$ cat config.mk
export PLATFORM = sky130hd
export DESIGN_NAME = sbs_top
export DESIGN_NICKNAME = d
export VERILOG_FILES = /design/src/rtl/sbs_pkg.sv /design/src/rtl/sbs_top.sv /design/src/rtl/sbs_prescaler.sv /design/src/rtl/sbs_rate_divider.sv
export SDC_FILE = /design/constraint.sdc
export NUM_CORES = 1
export LEC_CHECK = 0
export BUFFER_PORTS_ARGS = -buffer_cell sky130_fd_sc_hd__buf_2
export CAP_MARGIN = 10
export CORE_ASPECT_RATIO = 1.1
export CORE_MARGIN = 2
export CORE_UTILIZATION = 38
export CTS_CLUSTER_DIAMETER = 120
export DETAILED_ROUTE_END_ITERATION = 8
export GPL_ROUTABILITY_DRIVEN = 1
export SLEW_MARGIN = 20
export SYNTH_ARGS = -nofsm -noshare
export SYNTH_HDL_FRONTEND = slang
export SYNTH_SLANG_ARGS = --single-unit
$ cat constraint.sdc
create_clock -name clock -period 2.7 [get_ports clock]
set_input_delay 0.405 -clock clock [delete_from_list [all_inputs] [get_ports clock]]
set_output_delay 0.405 -clock clock [all_outputs]
set_load 0.01 [all_outputs]
$ cat src/rtl/sbs_pkg.sv
// shared constants for the serial port bit-rate and status block
package sbs_pkg;
    // ****************
    // register map
    // ****************
    localparam logic [7:0] OFS_BIT_RATE = 8'h00;
    localparam logic [7:0] OFS_FLAG_STATUS = 8'h04;
    localparam logic [7:0] OFS_SERIAL_DATA = 8'h08;
    localparam logic [7:0] OFS_CONTROL1 = 8'h0c;
    localparam logic [7:0] OFS_CONTROL2 = 8'h10;
    localparam logic [7:0] OFS_IRQ_STATUS = 8'h14;
    localparam logic [7:0] OFS_IRQ_MASK = 8'h18;
    // ****************
    // field positions
    // ****************
    localparam int PRESCALE_LSB = 4;
    localparam int RATE_LSB = 0;
    localparam int RXFULL_BIT = 7;
    localparam int TXEMPTY_BIT = 5;
    localparam int MODEFAULT_BIT = 4;
    localparam int C1_TXIE_BIT = 5;
    localparam int C1_MASTER_BIT = 4;
    localparam int C1_SELECT_OUTPUT_ENABLE_BIT = 1;
    localparam int C2_MODE_FAULT_ENABLE_BIT = 4;
    localparam int C1_SPE_BIT = 6;
    // ****************
    // reset values and counts
    // ****************
    localparam logic [7:0] BIT_RATE_RST = 8'h00;
    localparam logic [7:0] CONTROL1_RST = 8'h04;
    localparam logic [7:0] CONTROL2_RST = 8'h00;
    localparam logic [2:0] IRQ_MASK_RST = 3'h0;
    localparam logic [3:0] BITS_PER_FRAME = 4'h8;
    localparam int RATE_CNT_W = 12;
endpackage

$ cat src/rtl/sbs_top.sv
// serial port bit-rate generator, status flags and apb register file
//
// Design decisions made here: the APB interface to the registers and the register addresses.
`timescale 1ns/1ps
// Function
// - prescale divisor is field value plus one
// - rate divisor is two to field plus one
// - bus clock, prescaler, rate divider, bit clock
// - bit-rate register accessible at any time
// - unimplemented status bits zero, writes ignored
// - receive-full set when transfer completes
// - receive-full cleared by status then data read
// - tx-empty cleared by status read then write
// - data write without armed status read ignored
// - tx-empty interrupt when flag and enable set
// - tx-empty set when byte enters shifter
// - idle master port without mode fault loads shifter within two cycles
// - transfer end loads waiting byte, else nothing
// - mode fault when master and select low
// - mode fault only master, enabled, no output
// - mode fault cleared by status read, control write
// - master transfer starts on data write
// - data reads receive buffer, writes transmit buffer
module sbs_top (
    input wire logic clock,
    input wire logic rst_n,
    input wire logic psel,
    input wire logic penable,
    input wire logic pwrite,
    input wire logic [7:0] paddr,
    input wire logic [31:0] pwdata,
    output logic [31:0] prdata,
    output logic pready,
    output logic pslverr,
    input wire logic selectIn_n,
    input wire logic misoIn,
    output logic mosiOut,
    output logic serialClock,
    output logic irq
);
    // ****************
    // registers and pin synchronisers
    // ****************
    logic [7:0] bitRate_r;
    logic [7:0] control1_r;
    logic [7:0] control2_r;
    logic [7:0] txBuf_r;
    logic [7:0] rxBuf_r;
    logic [7:0] shift_r;
    logic txFull_r;
    logic rxFull_r;
    logic modeFault_r;
    logic txArm_r;
    logic rxArm_r;
    logic mfArm_r;
    logic busy_r;
    logic [3:0] edgeCnt_r;
    logic [2:0] irqStat_r;
    logic [2:0] irqMask_r;
    logic [1:0] ssSync_r;
    logic [1:0] misoSync_r;
    logic [7:0] rxShift_r;
    logic [1:0] sampleDly_r;
    logic [1:0] lastDly_r;
    logic riseTick;
    logic prescTick;
    logic halfTick;
    logic wrAcc;
    logic rdAcc;
    logic [7:0] status;
    logic txEmpty;
    logic faultInput;
    logic dataWrOk;
    logic loadShift;
    logic xferDone;
    logic isMaster;

    // register decode helpers
    function automatic logic hit(input logic [7:0] a, input logic [7:0] ofs);
        return a == ofs;
    endfunction

    assign wrAcc = psel && penable && pwrite;
    assign rdAcc = psel && penable && !pwrite;
    assign isMaster = control1_r[sbs_pkg::C1_MASTER_BIT];
    assign txEmpty = !txFull_r;
    // status with unimplemented bits tied low
    assign status = {rxFull_r, 1'b0, txEmpty, modeFault_r, 4'h0};
    assign faultInput = isMaster && control2_r[sbs_pkg::C2_MODE_FAULT_ENABLE_BIT]
        && !control1_r[sbs_pkg::C1_SELECT_OUTPUT_ENABLE_BIT];
    assign dataWrOk = wrAcc && hit(paddr, sbs_pkg::OFS_SERIAL_DATA) && txArm_r;
    assign loadShift = txFull_r && !busy_r && isMaster && !modeFault_r;
    assign xferDone = busy_r && halfTick && (edgeCnt_r == 4'hf);

    // ****************
    // bit-rate generator
    // ****************
    sbs_prescaler u_presc (
        .clock(clock),
        .rst_n(rst_n),
        .run(busy_r),
        .prescaleSel(bitRate_r[sbs_pkg::PRESCALE_LSB +: 3]),
        .tick(prescTick)
    );
    sbs_rate_divider #(.CNT_W(8)) u_rate (
        .clock(clock),
        .rst_n(rst_n),
        .run(busy_r),
        .inTick(prescTick),
        .rateSel(bitRate_r[sbs_pkg::RATE_LSB +: 3]),
        .halfTick(halfTick)
    );

    // ****************
    // apb slave
    // ****************
    // pin inputs pass two flops
    always_ff @(posedge clock or negedge rst_n) begin
        if (!rst_n) begin
            ssSync_r <= 2'h3;
            misoSync_r <= 2'h0;
        end else begin
            ssSync_r <= {ssSync_r[0], selectIn_n};
            misoSync_r <= {misoSync_r[0], misoIn};
        end
    end

    // writable configuration, bit-rate open at any time
    always_ff @(posedge clock or negedge rst_n) begin
        if (!rst_n) begin
            bitRate_r <= sbs_pkg::BIT_RATE_RST;
            control1_r <= sbs_pkg::CONTROL1_RST;
            control2_r <= sbs_pkg::CONTROL2_RST;
            irqMask_r <= sbs_pkg::IRQ_MASK_RST;
        end else if (wrAcc) begin
            if (hit(paddr, sbs_pkg::OFS_BIT_RATE)) begin
                bitRate_r <= pwdata[7:0] & 8'h77;
            end
            if (hit(paddr, sbs_pkg::OFS_CONTROL1)) begin
                control1_r <= pwdata[7:0];
            end
            if (hit(paddr, sbs_pkg::OFS_CONTROL2)) begin
                control2_r <= pwdata[7:0] & 8'h1b;
            end
            if (hit(paddr, sbs_pkg::OFS_IRQ_MASK)) begin
                irqMask_r <= pwdata[2:0];
            end
        end
    end

    // read mux, answer in the access cycle
    always_ff @(posedge clock or negedge rst_n) begin
        if (!rst_n) begin
            prdata <= 32'h0;
            pready <= 1'b0;
            pslverr <= 1'b0;
        end else begin
            pready <= psel && !penable;
            pslverr <= 1'b0;
            prdata <= 32'h0;
            if (psel && !penable) begin
                case (paddr)
                    sbs_pkg::OFS_BIT_RATE: prdata <= {24'h0, bitRate_r};
                    sbs_pkg::OFS_FLAG_STATUS: prdata <= {24'h0, status};
                    sbs_pkg::OFS_SERIAL_DATA: prdata <= {24'h0, rxBuf_r};
                    sbs_pkg::OFS_CONTROL1: prdata <= {24'h0, control1_r};
                    sbs_pkg::OFS_CONTROL2: prdata <= {24'h0, control2_r};
                    sbs_pkg::OFS_IRQ_STATUS: prdata <= {29'h0, irqStat_r};
                    sbs_pkg::OFS_IRQ_MASK: prdata <= {29'h0, irqMask_r};
                    default: pslverr <= 1'b0;
                endcase
                if (!(paddr inside {sbs_pkg::OFS_BIT_RATE, sbs_pkg::OFS_FLAG_STATUS,
                        sbs_pkg::OFS_SERIAL_DATA, sbs_pkg::OFS_CONTROL1,
                        sbs_pkg::OFS_CONTROL2, sbs_pkg::OFS_IRQ_STATUS,
                        sbs_pkg::OFS_IRQ_MASK})) begin
                    pslverr <= 1'b1;
                end
            end
        end
    end

    // ****************
    // status flag sequences
    // ****************
    // arm flags record a status read that saw the flag set
    always_ff @(posedge clock or negedge rst_n) begin
        if (!rst_n) begin
            txArm_r <= 1'b0;
            rxArm_r <= 1'b0;
            mfArm_r <= 1'b0;
        end else begin
            if (rdAcc && hit(paddr, sbs_pkg::OFS_FLAG_STATUS)) begin
                txArm_r <= txEmpty;
                rxArm_r <= rxFull_r;
                mfArm_r <= modeFault_r;
            end else begin
                if (dataWrOk) txArm_r <= 1'b0;
                if (rdAcc && hit(paddr, sbs_pkg::OFS_SERIAL_DATA)) rxArm_r <= 1'b0;
                if (wrAcc && hit(paddr, sbs_pkg::OFS_CONTROL1)) mfArm_r <= 1'b0;
            end
        end
    end

    // transmit buffer: filled by armed write, drained into shifter
    always_ff @(posedge clock or negedge rst_n) begin
        if (!rst_n) begin
            txFull_r <= 1'b0;
            txBuf_r <= 8'h0;
        end else if (dataWrOk) begin
            txBuf_r <= pwdata[7:0];
            txFull_r <= 1'b1;
        end else if (loadShift || (xferDone && txFull_r)) begin
            txFull_r <= 1'b0;
        end
    end

    // receive buffer and flag; a completing transfer wins over a clear
    always_ff @(posedge clock or negedge rst_n) begin
        if (!rst_n) begin
            rxFull_r <= 1'b0;
            rxBuf_r <= 8'h0;
        end else if (lastDly_r[1]) begin
            if (!rxFull_r) rxBuf_r <= {rxShift_r[6:0], misoSync_r[1]}; // overrun drops data
            rxFull_r <= 1'b1;
        end else if (rxArm_r && rdAcc && hit(paddr, sbs_pkg::OFS_SERIAL_DATA)) begin
            rxFull_r <= 1'b0;
        end
    end

    // mode fault detection and clear
    always_ff @(posedge clock or negedge rst_n) begin
        if (!rst_n) begin
            modeFault_r <= 1'b0;
        end else if (faultInput && !ssSync_r[1]) begin
            modeFault_r <= 1'b1;
        end else if (mfArm_r && wrAcc && hit(paddr, sbs_pkg::OFS_CONTROL1)) begin
            modeFault_r <= 1'b0;
        end
    end

    // ****************
    // master shifter, msb first
    // ****************
    always_ff @(posedge clock or negedge rst_n) begin
        if (!rst_n) begin
            busy_r <= 1'b0;
            edgeCnt_r <= 4'h0;
            shift_r <= 8'h0;
            serialClock <= 1'b0;
            mosiOut <= 1'b0;
        end else if (!busy_r) begin
            serialClock <= 1'b0;
            if (loadShift) begin
                busy_r <= 1'b1;
                shift_r <= txBuf_r;
                mosiOut <= txBuf_r[7];
                edgeCnt_r <= 4'h0;
            end
        end else if (modeFault_r) begin
            busy_r <= 1'b0;
            serialClock <= 1'b0;
        end else if (halfTick) begin
            serialClock <= !serialClock;
            edgeCnt_r <= edgeCnt_r + 4'h1;
            if (edgeCnt_r[0] && edgeCnt_r != 4'hf) begin
                shift_r <= {shift_r[6:0], 1'b0};
                mosiOut <= shift_r[6];
            end
            if (xferDone) begin
                busy_r <= txFull_r;
                if (txFull_r) begin
                    shift_r <= txBuf_r;
                    mosiOut <= txBuf_r[7];
                end
            end
        end
    end

    // miso leaves the synchroniser two edges late, so sample two cycles after each rise
    assign riseTick = busy_r && !modeFault_r && halfTick && !edgeCnt_r[0];
    always_ff @(posedge clock or negedge rst_n) begin
        if (!rst_n) begin
            sampleDly_r <= 2'h0;
            lastDly_r <= 2'h0;
            rxShift_r <= 8'h0;
        end else begin
            sampleDly_r <= {sampleDly_r[0], riseTick};
            lastDly_r <= {lastDly_r[0], riseTick && edgeCnt_r == 4'he};
            if (sampleDly_r[1]) begin
                rxShift_r <= {rxShift_r[6:0], misoSync_r[1]};
            end
        end
    end

    // ****************
    // interrupts
    // ****************
    // sticky events: tx empty, mode fault, transfer done; write one clears
    always_ff @(posedge clock or negedge rst_n) begin
        if (!rst_n) begin
            irqStat_r <= 3'h0;
        end else begin
            irqStat_r <= (irqStat_r & ~((wrAcc && hit(paddr, sbs_pkg::OFS_IRQ_STATUS))
                ? pwdata[2:0] : 3'h0))
                | {xferDone, faultInput && !ssSync_r[1], txEmpty};
        end
    end

    // level request from enabled tx empty or any unmasked event
    always_ff @(posedge clock or negedge rst_n) begin
        if (!rst_n) begin
            irq <= 1'b0;
        end else begin
            irq <= (txEmpty && control1_r[sbs_pkg::C1_TXIE_BIT])
                || |(irqStat_r & irqMask_r);
        end
    end

    // ****************
    // checks
    // ****************
    property p_status_zero;
        @(posedge clock) disable iff (!rst_n)
        (psel && !penable && !pwrite && paddr == sbs_pkg::OFS_FLAG_STATUS)
            |=> (prdata[6] == 1'b0 && prdata[3:0] == 4'h0);
    endproperty
    a_status_zero: assert property (p_status_zero) else $error("status spare bits set");

    property p_unarmed_write;
        @(posedge clock) disable iff (!rst_n)
        (wrAcc && hit(paddr, sbs_pkg::OFS_SERIAL_DATA) && !txArm_r && !txFull_r)
            |=> !txFull_r;
    endproperty
    a_unarmed_write: assert property (p_unarmed_write) else $error("unarmed data write taken");

    property p_rx_set;
        @(posedge clock) disable iff (!rst_n)
        lastDly_r[1] |=> rxFull_r;
    endproperty
    a_rx_set: assert property (p_rx_set) else $error("receive full not set");

    property p_idle_load;
        @(posedge clock) disable iff (!rst_n)
        (dataWrOk && !busy_r && isMaster && !modeFault_r) |-> ##[1:2] (txEmpty && busy_r);
    endproperty
    a_idle_load: assert property (p_idle_load) else $error("idle load too slow");

    property p_fault_gate;
        @(posedge clock) disable iff (!rst_n)
        (!faultInput && !modeFault_r) |=> !modeFault_r;
    endproperty
    a_fault_gate: assert property (p_fault_gate) else $error("mode fault without enable");

    property p_fault_set;
        @(posedge clock) disable iff (!rst_n)
        (faultInput && !ssSync_r[1]) |=> modeFault_r;
    endproperty
    a_fault_set: assert property (p_fault_set) else $error("mode fault missed");

    property p_irq_tx;
        @(posedge clock) disable iff (!rst_n)
        (txEmpty && control1_r[sbs_pkg::C1_TXIE_BIT]) |=> irq;
    endproperty
    a_irq_tx: assert property (p_irq_tx) else $error("tx interrupt missing");

    property p_rate_keep;
        @(posedge clock) disable iff (!rst_n)
        (wrAcc && paddr == sbs_pkg::OFS_BIT_RATE) |=> bitRate_r == ($past(pwdata[7:0]) & 8'h77);
    endproperty
    a_rate_keep: assert property (p_rate_keep) else $error("bit-rate write lost");
endmodule

$ cat src/rtl/sbs_prescaler.sv
// first divider stage: bus clock divided by one to eight
`timescale 1ns/1ps
module sbs_prescaler (
    input wire logic clock,
    input wire logic rst_n,
    input wire logic run,
    input wire logic [2:0] prescaleSel,
    output logic tick
);
    logic [2:0] cnt_r;

    // counts 0..sel, pulses on the wrap
    always_ff @(posedge clock or negedge rst_n) begin
        if (!rst_n) begin
            cnt_r <= 3'h0;
        end else if (!run || cnt_r >= prescaleSel) begin
            cnt_r <= 3'h0;
        end else begin
            cnt_r <= cnt_r + 3'h1;
        end
    end
    assign tick = run && (cnt_r >= prescaleSel);
endmodule

$ cat src/rtl/sbs_rate_divider.sv
// second divider stage: prescaler ticks divided by 2 to 256
`timescale 1ns/1ps
module sbs_rate_divider #(
    parameter int CNT_W = 8
) (
    input wire logic clock,
    input wire logic rst_n,
    input wire logic run,
    input wire logic inTick,
    input wire logic [2:0] rateSel,
    output logic halfTick
);
    logic [CNT_W-1:0] cnt_r;
    logic [CNT_W-1:0] halfLast;

    // each half bit is 2^sel input ticks
    assign halfLast = CNT_W'((1 << rateSel) - 1);
    always_ff @(posedge clock or negedge rst_n) begin
        if (!rst_n) begin
            cnt_r <= '0;
        end else if (!run) begin
            cnt_r <= '0;
        end else if (inTick) begin
            cnt_r <= (cnt_r >= halfLast) ? '0 : cnt_r + 1'b1;
        end
    end
    assign halfTick = run && inTick && (cnt_r >= halfLast);
endmodule

==> results.sh, run 1 <==
export IMPL_dieHeight_um=120.6
export IMPL_synth_cell_area_um2=4698
export IMPL_grt_pass1_wl_um=15600
export IMPL_routed_wl_um=9439
export IMPL_fin_skew_ns=0.006838
export IMPL_arrival_ns=2.76
export IMPL_cts_sinks=97
export IMPL_clockBufferDepth=2
export IMPL_violations="hold timing"
export IMPL_diodes=0
export IMPL_post_cts_resized=0
export IMPL_syn_area_per_cell_um2=11.66
export IMPL_gp_congestion=0.7981
export IMPL_drt_pass1_iter_count=4
export IMPL_dieArea_um2=13270
export IMPL_insertion_delay_ns=0.34
export IMPL_fmaxAchievable_mhz=394.4
export IMPL_rsz0062_at_grt="no"
export IMPL_die_w_um=110.0
export IMPL_ys_ff_latch=97
export IMPL_detail_route_wl_per_cell_um=15.68
export IMPL_ys_warn_count=0
export IMPL_vdd_ir_drop_max_v=0.0002922
export IMPL_yosys_area_top_type_share_pct=50.07
export IMPL_drc=0
export IMPL_path_class="reg2reg"
export IMPL_h_tree_depth=3
export IMPL_cp_start_kind="register"
export IMPL_post_cts_setup_buffer_count=0
export IMPL_total_power_uw=3861
export IMPL_multi_input_area_um2=2037
export IMPL_synthFlopType="dfrtp_1"
export IMPL_async_flop_share_pct=100.0
export IMPL_setup_viol=0
export IMPL_drive_gt1_share_pct=26.79
export IMPL_required_ns=2.93
export IMPL_final_min_clock_period_ns=2.536
export IMPL_p_per_area_nw_per_um2=732.0
export IMPL_place_area_um2=4971
export IMPL_synth_edf_count=0
export IMPL_ant_nets=0
export IMPL_slew_headroom_pct=47.44
export IMPL_synthMostInstantiatedCell="dfrtp_1"
export IMPL_overflow=0
export IMPL_synth_top_area_cell="dfrtp_1"
export IMPL_path_max_fanout=16
export IMPL_stdcell_area_um2=5275
export IMPL_antenna_found_initial=0
export IMPL_dp_hpwl_um=6916
export IMPL_grt_use_total_pct=15.26
export IMPL_regArea_um2=2431
export IMPL_drv_cap=0
export IMPL_grt_max_degree=46
export IMPL_p_leak_uw=0.002596
export IMPL_hp_class="in2async"
export IMPL_grt_pass1_vias=3036
export IMPL_place_inst=586
export IMPL_initial_utilization_pct=39.04
export IMPL_viasPerCell=5.188
export IMPL_synth_seq_area_share_pct=51.74
export IMPL_period_share_pct=93.92
export IMPL_r2r_slack_ns=0.16
export IMPL_hold_viol=1
export IMPL_core_area_um2=12030
export IMPL_ys_top_cells_by_area="dfrtp_1 (50%), mux2_2 (11%), buf_4 (4.2%), ha_1 (4.0%), nand2_1 (2.5%)"
export IMPL_netlist_instances=403
export IMPL_clk_pin_slew_worst_paths_ns=0.07
export IMPL_num_fill_cells=1142
export IMPL_ys_types=49
export IMPL_num_rows=42
export IMPL_crit_path_end_kind="register"
export IMPL_tritoncts="done"
export IMPL_root_buffer="clkbuf_16"
export IMPL_synth_top_cells_by_count="dfrtp_1 (94), mux2_2 (45), nand2_1 (31), buf_4 (26), ha_1 (15)"
export IMPL_cts_buffers=9
export IMPL_slew_violations=0
export IMPL_ctsHoldBuffers=0
export IMPL_ios=84
export IMPL_fin_setup_tns_ns=0
export IMPL_worstMarginPinSlew_ns=0.7868
export IMPL_dr_first_iter_drc_count=230
export IMPL_status="finished, violations left"
export IMPL_vias=3123
export IMPL_instances_no_fill=602
export IMPL_area_growth_pct=12.28
export IMPL_io_buffers=35
export IMPL_timing_hold_ws_ns=-0.0007152
export IMPL_nets=505
==> cells in the final DEF, fill, tap and decap left out, types with 2 or more instances in the layout <==
cell        n
conb_1     25
a21oi_1     8
a222oi_1    4
inv_1      12
and2_1      4
nand3_1    12
a22oi_1     2
a32o_1      8
o21ai_0    13
clkinv_4    4
o211ai_1    8
o311ai_0    2
nor2_1     14
a32oi_1     3
mux2i_1     4
dfrtp_1    94
o21ai_1     3
nor3b_2     4
and3_1     12
nand2_1    31
a21o_1      9
nand2b_1   13
mux2_2     45
buf_4      10
o2bb2ai_1   2
dfstp_2     3
nor3_1      4
a31oi_2     2
ha_1       15
nand4_1     2
buf_2      34
a22o_1      9
nor2b_1     6
clkbuf_16   9
==> per-stage QoR <==
stage | hold slack [ns] | util, % | setup WS, ns
finish | -0.0007152 | 43.83 | 0.1642
global route | 0.02566 | 43.83 | 0.03145
CTS | 0.01347 | 43.83 | 0.1827
detailed placement | 0.3365 | 41.31 | 0.1872
global placement | 0.3360 | 41.31 | 0.2037
floorplan | 0.1094 | - | 0.3999
==> flip-flops by register name (all words and copies together), names as in the netlist, 3 cells and up <==
name           cells
edgeCnt_r          4
irqStat_r          3
prdata             8
shift_r            7
control2_r         4
irqMask_r          3
u_rate.cnt_r       8
u_presc.cnt_r      3
control1_r         8
rxBuf_r            8
bitRate_r          6
rxShift_r          7
txBuf_r            8
==> power breakdown <==
part	switching, uW	internal, uW	total (uW)
combinational	382	326	709
sequential	203	1650	1860
clock	569	726	1300
total	1150	2710	3860
==> worst paths after layout <==
kind / start / endpoint / cells after the start
worst min register to register: lastDly_r[0] / lastDly_r[1] / 0
min in group clock: selectIn_n / ssSync_r[0] / 1
max in group asynchronous: rst_n / ssSync_r[0] / 2
worst max-delay path: bitRate_r[0] / shift_r[0] / 8
worst max register to register: bitRate_r[0] / shift_r[0] / 8
worst min-delay path: rst_n / mosiOut / 1
==> layer usage <==
layer  global-route usage, %  part of all wire [%]  vias up
met2                   23.12                    48       68
met1                   21.73                    48     1553
met5                       0                     0        -
met4                   4.509                  0.85        0
li1                        -                     -     1497
met3                   3.450                   3.7        5
==> worst max-delay path: stages, from the launching register on <==
cell,delay [ns]
dfrtp_1,0.37
or3_1,0.39
ha_1,0.27
and3_1,0.16
o21ai_1,0.15
a31oi_2,0.15
o21bai_4,0.37
a22oi_2,0.25
a32o_1,0.31
==> layout make-up <==
type / instances / share of cell area, %
clock inverters: 7 / 1.494
multi-input cells: 278 / 38.61
flip-flops and latches: 97 / 46.09
repair buffers: 45 / 5.028
inverters: 12 / 0.8539
well taps: 154 / 3.653
clock buffers: 9 / 4.269
==> cells by family after synthesis <==
family | synth area share [%]
flip-flops | 51.74
AO/OA/AOI/OAI | 13.13
other | 0.1598
buffers and inverters | 6.737
XOR/XNOR | 0.1865
adder cells (fa/ha/maj) | 3.995
AND/OR/NAND/NOR | 12.41
multiplexers | 11.64
Note: power is estimated with default switching activity, not from simulation.
==> run 2: changes to the inputs <==
--- a/config.mk
+++ b/config.mk
@@ -7,12 +7,17 @@
 export LEC_CHECK = 0
 export BUFFER_PORTS_ARGS = -buffer_cell sky130_fd_sc_hd__buf_2
 export CAP_MARGIN = 10
+export CELL_PAD_IN_SITES_DETAIL_PLACEMENT = 1
+export CELL_PAD_IN_SITES_GLOBAL_PLACEMENT = 1
 export CORE_ASPECT_RATIO = 1.1
 export CORE_MARGIN = 2
 export CORE_UTILIZATION = 38
 export CTS_CLUSTER_DIAMETER = 120
+export CTS_CLUSTER_SIZE = 8
 export DETAILED_ROUTE_END_ITERATION = 8
 export GPL_ROUTABILITY_DRIVEN = 1
+export PLACE_DENSITY_LB_ADDON = 0.1
+export REMOVE_ABC_BUFFERS = 1
 export SLEW_MARGIN = 20
 export SYNTH_ARGS = -nofsm -noshare
 export SYNTH_HDL_FRONTEND = slang
==> run 2 against run 1 <==
The flow now finishes without violations. Core utilization up 0.24 points. Clock power grew 7%. Combinational power grew 2%. Count of clock-buffer cells in the layout stayed put. Maximum frequency up 1.5%. Non-clock buffer count up 1. Cell area rose by 0.55%. Setup slack improved by 0.038 ns. Die area unchanged. Sequential power about the same. Critical path depth did not move.
==> results.sh, run 2 (synthesis gave the netlist of run 1 again) <==
export IMPL_period_share_pct=92.51
export IMPL_path_max_fanout=12
export IMPL_clk_pin_slew_worst_paths_ns=0.07
export IMPL_insertion_delay_ns=0.34
export IMPL_combPwrFrac_pct=18.0
export IMPL_num_rows=42
export IMPL_root_buffer="clkbuf_16"
export IMPL_crit_path_end_kind="register"
export IMPL_dieArea_um2=13270
export IMPL_drv_cap=0
export IMPL_slew_violations=0
export IMPL_pwr_share_clk_pct=34.8
export IMPL_ff2ff_path_depth=8
export IMPL_viasPerCell=5.255
export IMPL_total_power_uw=3989
export IMPL_cts_sinks=97
export IMPL_fin_skew_ns=0.005954
export IMPL_slew_headroom_pct=46.40
export IMPL_setup_viol=0
export IMPL_fmaxAchievable_mhz=400.4
export IMPL_power_switching_uw=1184
export IMPL_internal_power_uw=2804
export IMPL_dp_hpwl_um=7607
export IMPL_drc=0
export IMPL_path_class="reg2reg"
export IMPL_num_fill_cells=1354
export IMPL_io_buffers=35
export IMPL_final_cell_mix="dfrtp_1 (94), mux2_2 (45), buf_2 (34)"
export IMPL_hold_viol=0
export IMPL_ant_nets=0
export IMPL_core_area_um2=12030
export IMPL_grt_pass1_wl_um=17440
export IMPL_initial_utilization_pct=39.04
export IMPL_multi_input_area_um2=2037
export IMPL_clockBufferDepth=2
export IMPL_ios=84
export IMPL_dr_first_iter_drc_count=116
export IMPL_p_per_area_nw_per_um2=752.1
export IMPL_fin_setup_tns_ns=0
export IMPL_grt_max_degree=53
export IMPL_dieHeight_um=120.6
export IMPL_routed_wl_um=10490
export IMPL_post_cts_setup_buffer_count=0
export IMPL_mostFrequentLayoutCell="dfrtp_1"
export IMPL_cp_start_kind="register"
export IMPL_grt_use_total_pct=17.35
export IMPL_swShare_pct=29.69
export IMPL_h_tree_depth=3
export IMPL_overflow=0
export IMPL_diodes=0
export IMPL_area_growth_pct=12.89
export IMPL_vdd_ir_drop_max_v=0.0004952
export IMPL_worstMarginPinSlew_ns=0.8023
export IMPL_antenna_found_initial=0
export IMPL_tritoncts="done"
export IMPL_gp_congestion=0.7486
export IMPL_drive_gt1_share_pct=26.95
export IMPL_drt_pass1_iter_count=5
export IMPL_p_seq_share_pct=47.1
export IMPL_required_ns=2.98
export IMPL_status="complete, no violations"
export IMPL_p_leak_uw=0.002612
export IMPL_grt_pass1_vias=3264
export IMPL_rsz0062_at_grt="no"
export IMPL_timing_hold_ws_ns=0.06475
export IMPL_vias=3169
export IMPL_hp_class="in2async"
export IMPL_final_min_clock_period_ns=2.498
export IMPL_nets=506
export IMPL_detail_route_wl_per_cell_um=17.39
export IMPL_die_w_um=110.0
export IMPL_regArea_um2=2431
export IMPL_ctsHoldBuffers=0
export IMPL_arrival_ns=2.77
export IMPL_cts_buffers=9
export IMPL_post_cts_resized=0
==> run 2: through the flow <==
step,util [%],instances,setup slack (ns),area (um2)
3_5_place_dp,41.37,587,0.1714,4979
5_1_grt,44.07,603,0.01873,5304
6_report,44.07,603,0.2023,5304
4_1_cts,44.07,603,0.1585,5304
2_1_floorplan,-,387,0.4143,4513
3_3_place_gp,41.37,587,0.2159,4979
==> run 2: final cells by class <==
| cell class | instances | area share [%] |
|---|---|---|
| clock buffer | 9 | 4.246 |
| clock inverter | 7 | 1.887 |
| inverter | 12 | 0.8493 |
| multi-input combinational | 278 | 38.41 |
| sequential | 97 | 45.84 |
| tap | 154 | 3.633 |
| timing repair buffer | 46 | 5.143 |
==> run 2: power groups by stage <==
| stage | sequential, uW | combinational, uW | clock [uW] |
|---|---|---|---|
| finish | 1880 | 720 | 1390 |
| global route | 1920 | 815 | 1490 |
| CTS | 1880 | 734 | 1430 |
| detailed placement | 1910 | 728 | 0 |
| global placement | 1900 | 695 | 0 |
| floorplan | 1830 | 516 | 0 |
==> run 2: critical path: stages, from the launching register on <==
cell and delay [ns]:
dfrtp_1 0.38, or3_1 0.38, ha_1 0.27, and3_1 0.16
o21ai_1 0.07, a31oi_2 0.27, o21bai_4 0.16, a22oi_2 0.48
a32o_1 0.25
==> run 2: final timing paths <==
kind | startpoint | to | slack, ns
worst max-delay path | bitRate_r[0] | shift_r[3] | 0.20
worst min-delay path | rst_n | u_rate.cnt_r[6] | 0.06
worst max register to register | bitRate_r[0] | shift_r[3] | 0.20
worst min register to register | sampleDly_r[0] | sampleDly_r[1] | 0.35
max in group asynchronous | rst_n | ssSync_r[1] | 1.87
min in group clock | misoIn | misoSync_r[0] | 0.16
==> run 2: layer usage <==
metal | share of wire [%] | global-route usage [%]
met1 | 47 | 24.19
met5 | 0 | 0
met3 | 2.8 | 2.965
met4 | 1.5 | 5.934
met2 | 49 | 27.19
==> run 3: changes to the inputs <==
--- a/config.mk
+++ b/config.mk
@@ -16,7 +16,7 @@
 export CTS_CLUSTER_SIZE = 8
 export DETAILED_ROUTE_END_ITERATION = 8
 export GPL_ROUTABILITY_DRIVEN = 1
-export PLACE_DENSITY_LB_ADDON = 0.1
+export PLACE_DENSITY_LB_ADDON = 0.25
 export REMOVE_ABC_BUFFERS = 1
 export SLEW_MARGIN = 20
 export SYNTH_ARGS = -nofsm -noshare
==> run 3 against run 2 <==
Total power down 1.3%. Sequential cell count unchanged. Count of clock-buffer cells in the layout up 1. Critical path type unchanged. Critical endpoint is now shift_r[4].
==> results.sh, run 3 (synthesis gave the netlist of run 1 again) <==
export IMPL_initial_utilization_pct=39.04
export IMPL_place_inst=588
export IMPL_gp_congestion=0.7895
export IMPL_post_cts_setup_buffer_count=0
export IMPL_cts_sinks=97
export IMPL_drive_gt1_share_pct=26.89
export IMPL_area_growth_pct=12.60
export IMPL_r2r_start="bitRate_r[2]"
export IMPL_timing_hold_ws_ns=0.1520
export IMPL_clk_pin_slew_worst_paths_ns=0.07
export IMPL_clockBufferDepth=2
export IMPL_dr_first_iter_drc_count=156
export IMPL_timing_final_ws_setup_ns=0.1990
export IMPL_drv_cap=0
export IMPL_fin_skew_ns=0.007631
export IMPL_p_per_area_nw_per_um2=744.2
export IMPL_crit_path_end_kind="register"
export IMPL_r2r_slack_ns=0.20
export IMPL_insertion_delay_ns=0.35
export IMPL_status="complete, no violations"
export IMPL_drt_pass1_iter_count=4
export IMPL_overflow=0
export IMPL_tritoncts="done"
export IMPL_fmaxAchievable_mhz=399.8
export IMPL_nets=507
export IMPL_endpoint="shift_r[4]"
export IMPL_p_leak_uw=0.002600
export IMPL_post_cts_resized=0
export IMPL_grt_pass1_vias=3406
export IMPL_grt_use_total_pct=17.45
export IMPL_instances_no_fill=604
export IMPL_grt_pass1_wl_um=17620
export IMPL_final_min_clock_period_ns=2.501
export IMPL_drc=0
export IMPL_path_class="reg2reg"
export IMPL_place_ws_ns=0.1895
export IMPL_arrival_ns=2.74
export IMPL_ios=84
export IMPL_slew_violations=0
export IMPL_diodes=0
export IMPL_path_max_fanout=11
export IMPL_slew_headroom_pct=43.68
export IMPL_antenna_found_initial=0
export IMPL_h_tree_depth=3
export IMPL_dp_hpwl_um=7694
export IMPL_cp_start_kind="register"
export IMPL_mostFrequentLayoutCell="dfrtp_1"
export IMPL_fin_setup_tns_ns=0
export IMPL_vdd_ir_drop_max_v=0.0004716
export IMPL_worstMarginPinSlew_ns=0.8448
export IMPL_period_share_pct=92.63
export IMPL_r2r_end="shift_r[4]"
export IMPL_startpoint="bitRate_r[2]"
export IMPL_ant_nets=0
export IMPL_dieArea_um2=13270
export IMPL_ctsHoldBuffers=0
export IMPL_cts_buffers=9
export IMPL_vias=3234
export IMPL_viasPerCell=5.354
export IMPL_required_ns=2.93
export IMPL_routed_wl_um=10770
export IMPL_core_area_um2=12030
export IMPL_root_buffer="clkbuf_16"
export IMPL_io_buffers=35
export IMPL_final_cell_mix="dfrtp_1 (94), mux2_2 (45), buf_2 (34)"
export IMPL_detail_route_wl_per_cell_um=17.83
export IMPL_num_rows=42
export IMPL_grt_max_degree=65
export IMPL_hp_class="in2reg"
export IMPL_whs_path_depth=1
export IMPL_setup_viol=0
export IMPL_hold_viol=0
export IMPL_dieHeight_um=120.6
export IMPL_die_w_um=110.0
export IMPL_rsz0062_at_grt="no"
export IMPL_ff2ff_path_depth=9
run 3: changes by cell type in the layout (fill, tap and decap cells not counted):
| cell | previous run | this run |
|---|---|---|
| buf_4 | 11 | 12 |
| bufinv_16 | 2 | 1 |
| clkbuf_1 | 0 | 1 |
| clkinv_2 | 1 | 0 |
| clkinv_4 | 1 | 2 |
| clkinvlp_4 | 0 | 1 |
| inv_6 | 3 | 1 |
| inv_8 | 0 | 1 |
run 3: stage by stage:
stage | area (um2) | power (uW) | utilization, %
5_1_grt | 5290 | 4166 | 43.96
3_5_place_dp | 4986 | 2652 | 41.43
4_1_cts | 5290 | 3988 | 43.96
2_1_floorplan | 4513 | 2345 | -
3_3_place_gp | 4986 | 2605 | 41.43
6_report | 5290 | 3937 | 43.96
run 3: report_power, final:
part,internal (uW),switching (uW),total [uW]
Combinational,344,426,769
Sequential,1650,195,1850
Clock,732,586,1320
Total,2730,1210,3940
run 3: worst min path at each step:
| stage | start | to | slack [ns] |
|---|---|---|---|
| after detailed placement | misoSync_r[0] | misoSync_r[1] | 0.34 |
| after global placement | misoSync_r[0] | misoSync_r[1] | 0.33 |
| after floorplan | rst_n | bitRate_r[0] | 0.11 |
| after CTS | selectIn_n | ssSync_r[0] | 0.14 |
| after global routing | selectIn_n | ssSync_r[0] | 0.15 |
| final | selectIn_n | ssSync_r[0] | 0.15 |
run 3: area by class of cell:
cell class                      instances  area, um2
Tap cell                              154      192.7
Sequential cell                        97       2431
Clock buffer                           10      229.0
Clock inverter                          6      75.07
Multi-Input combinational cell        278       2037
Inverter                               12      45.04
Fill cell                            1312       6744
Timing Repair Buffer                   47      280.3
run 3: layer usage:
metal	track usage (%)	wire length (um)	up-vias
met4	6.883	254	0
met2	28.41	5312	72
met5	0	0	-
met1	22.74	4780	1657
li1	-	-	1487
met3	3.288	423	18
run 3: critical path, stage by stage, from the launching register on:
cell,delay (ns)
dfrtp_1,0.42
or3_1,0.33
ha_1,0.27
and3_1,0.17
o21ai_1,0.17
a31oi_2,0.16
o21bai_4,0.32
buf_4,0.19
o211ai_1,0.09
a32o_1,0.27
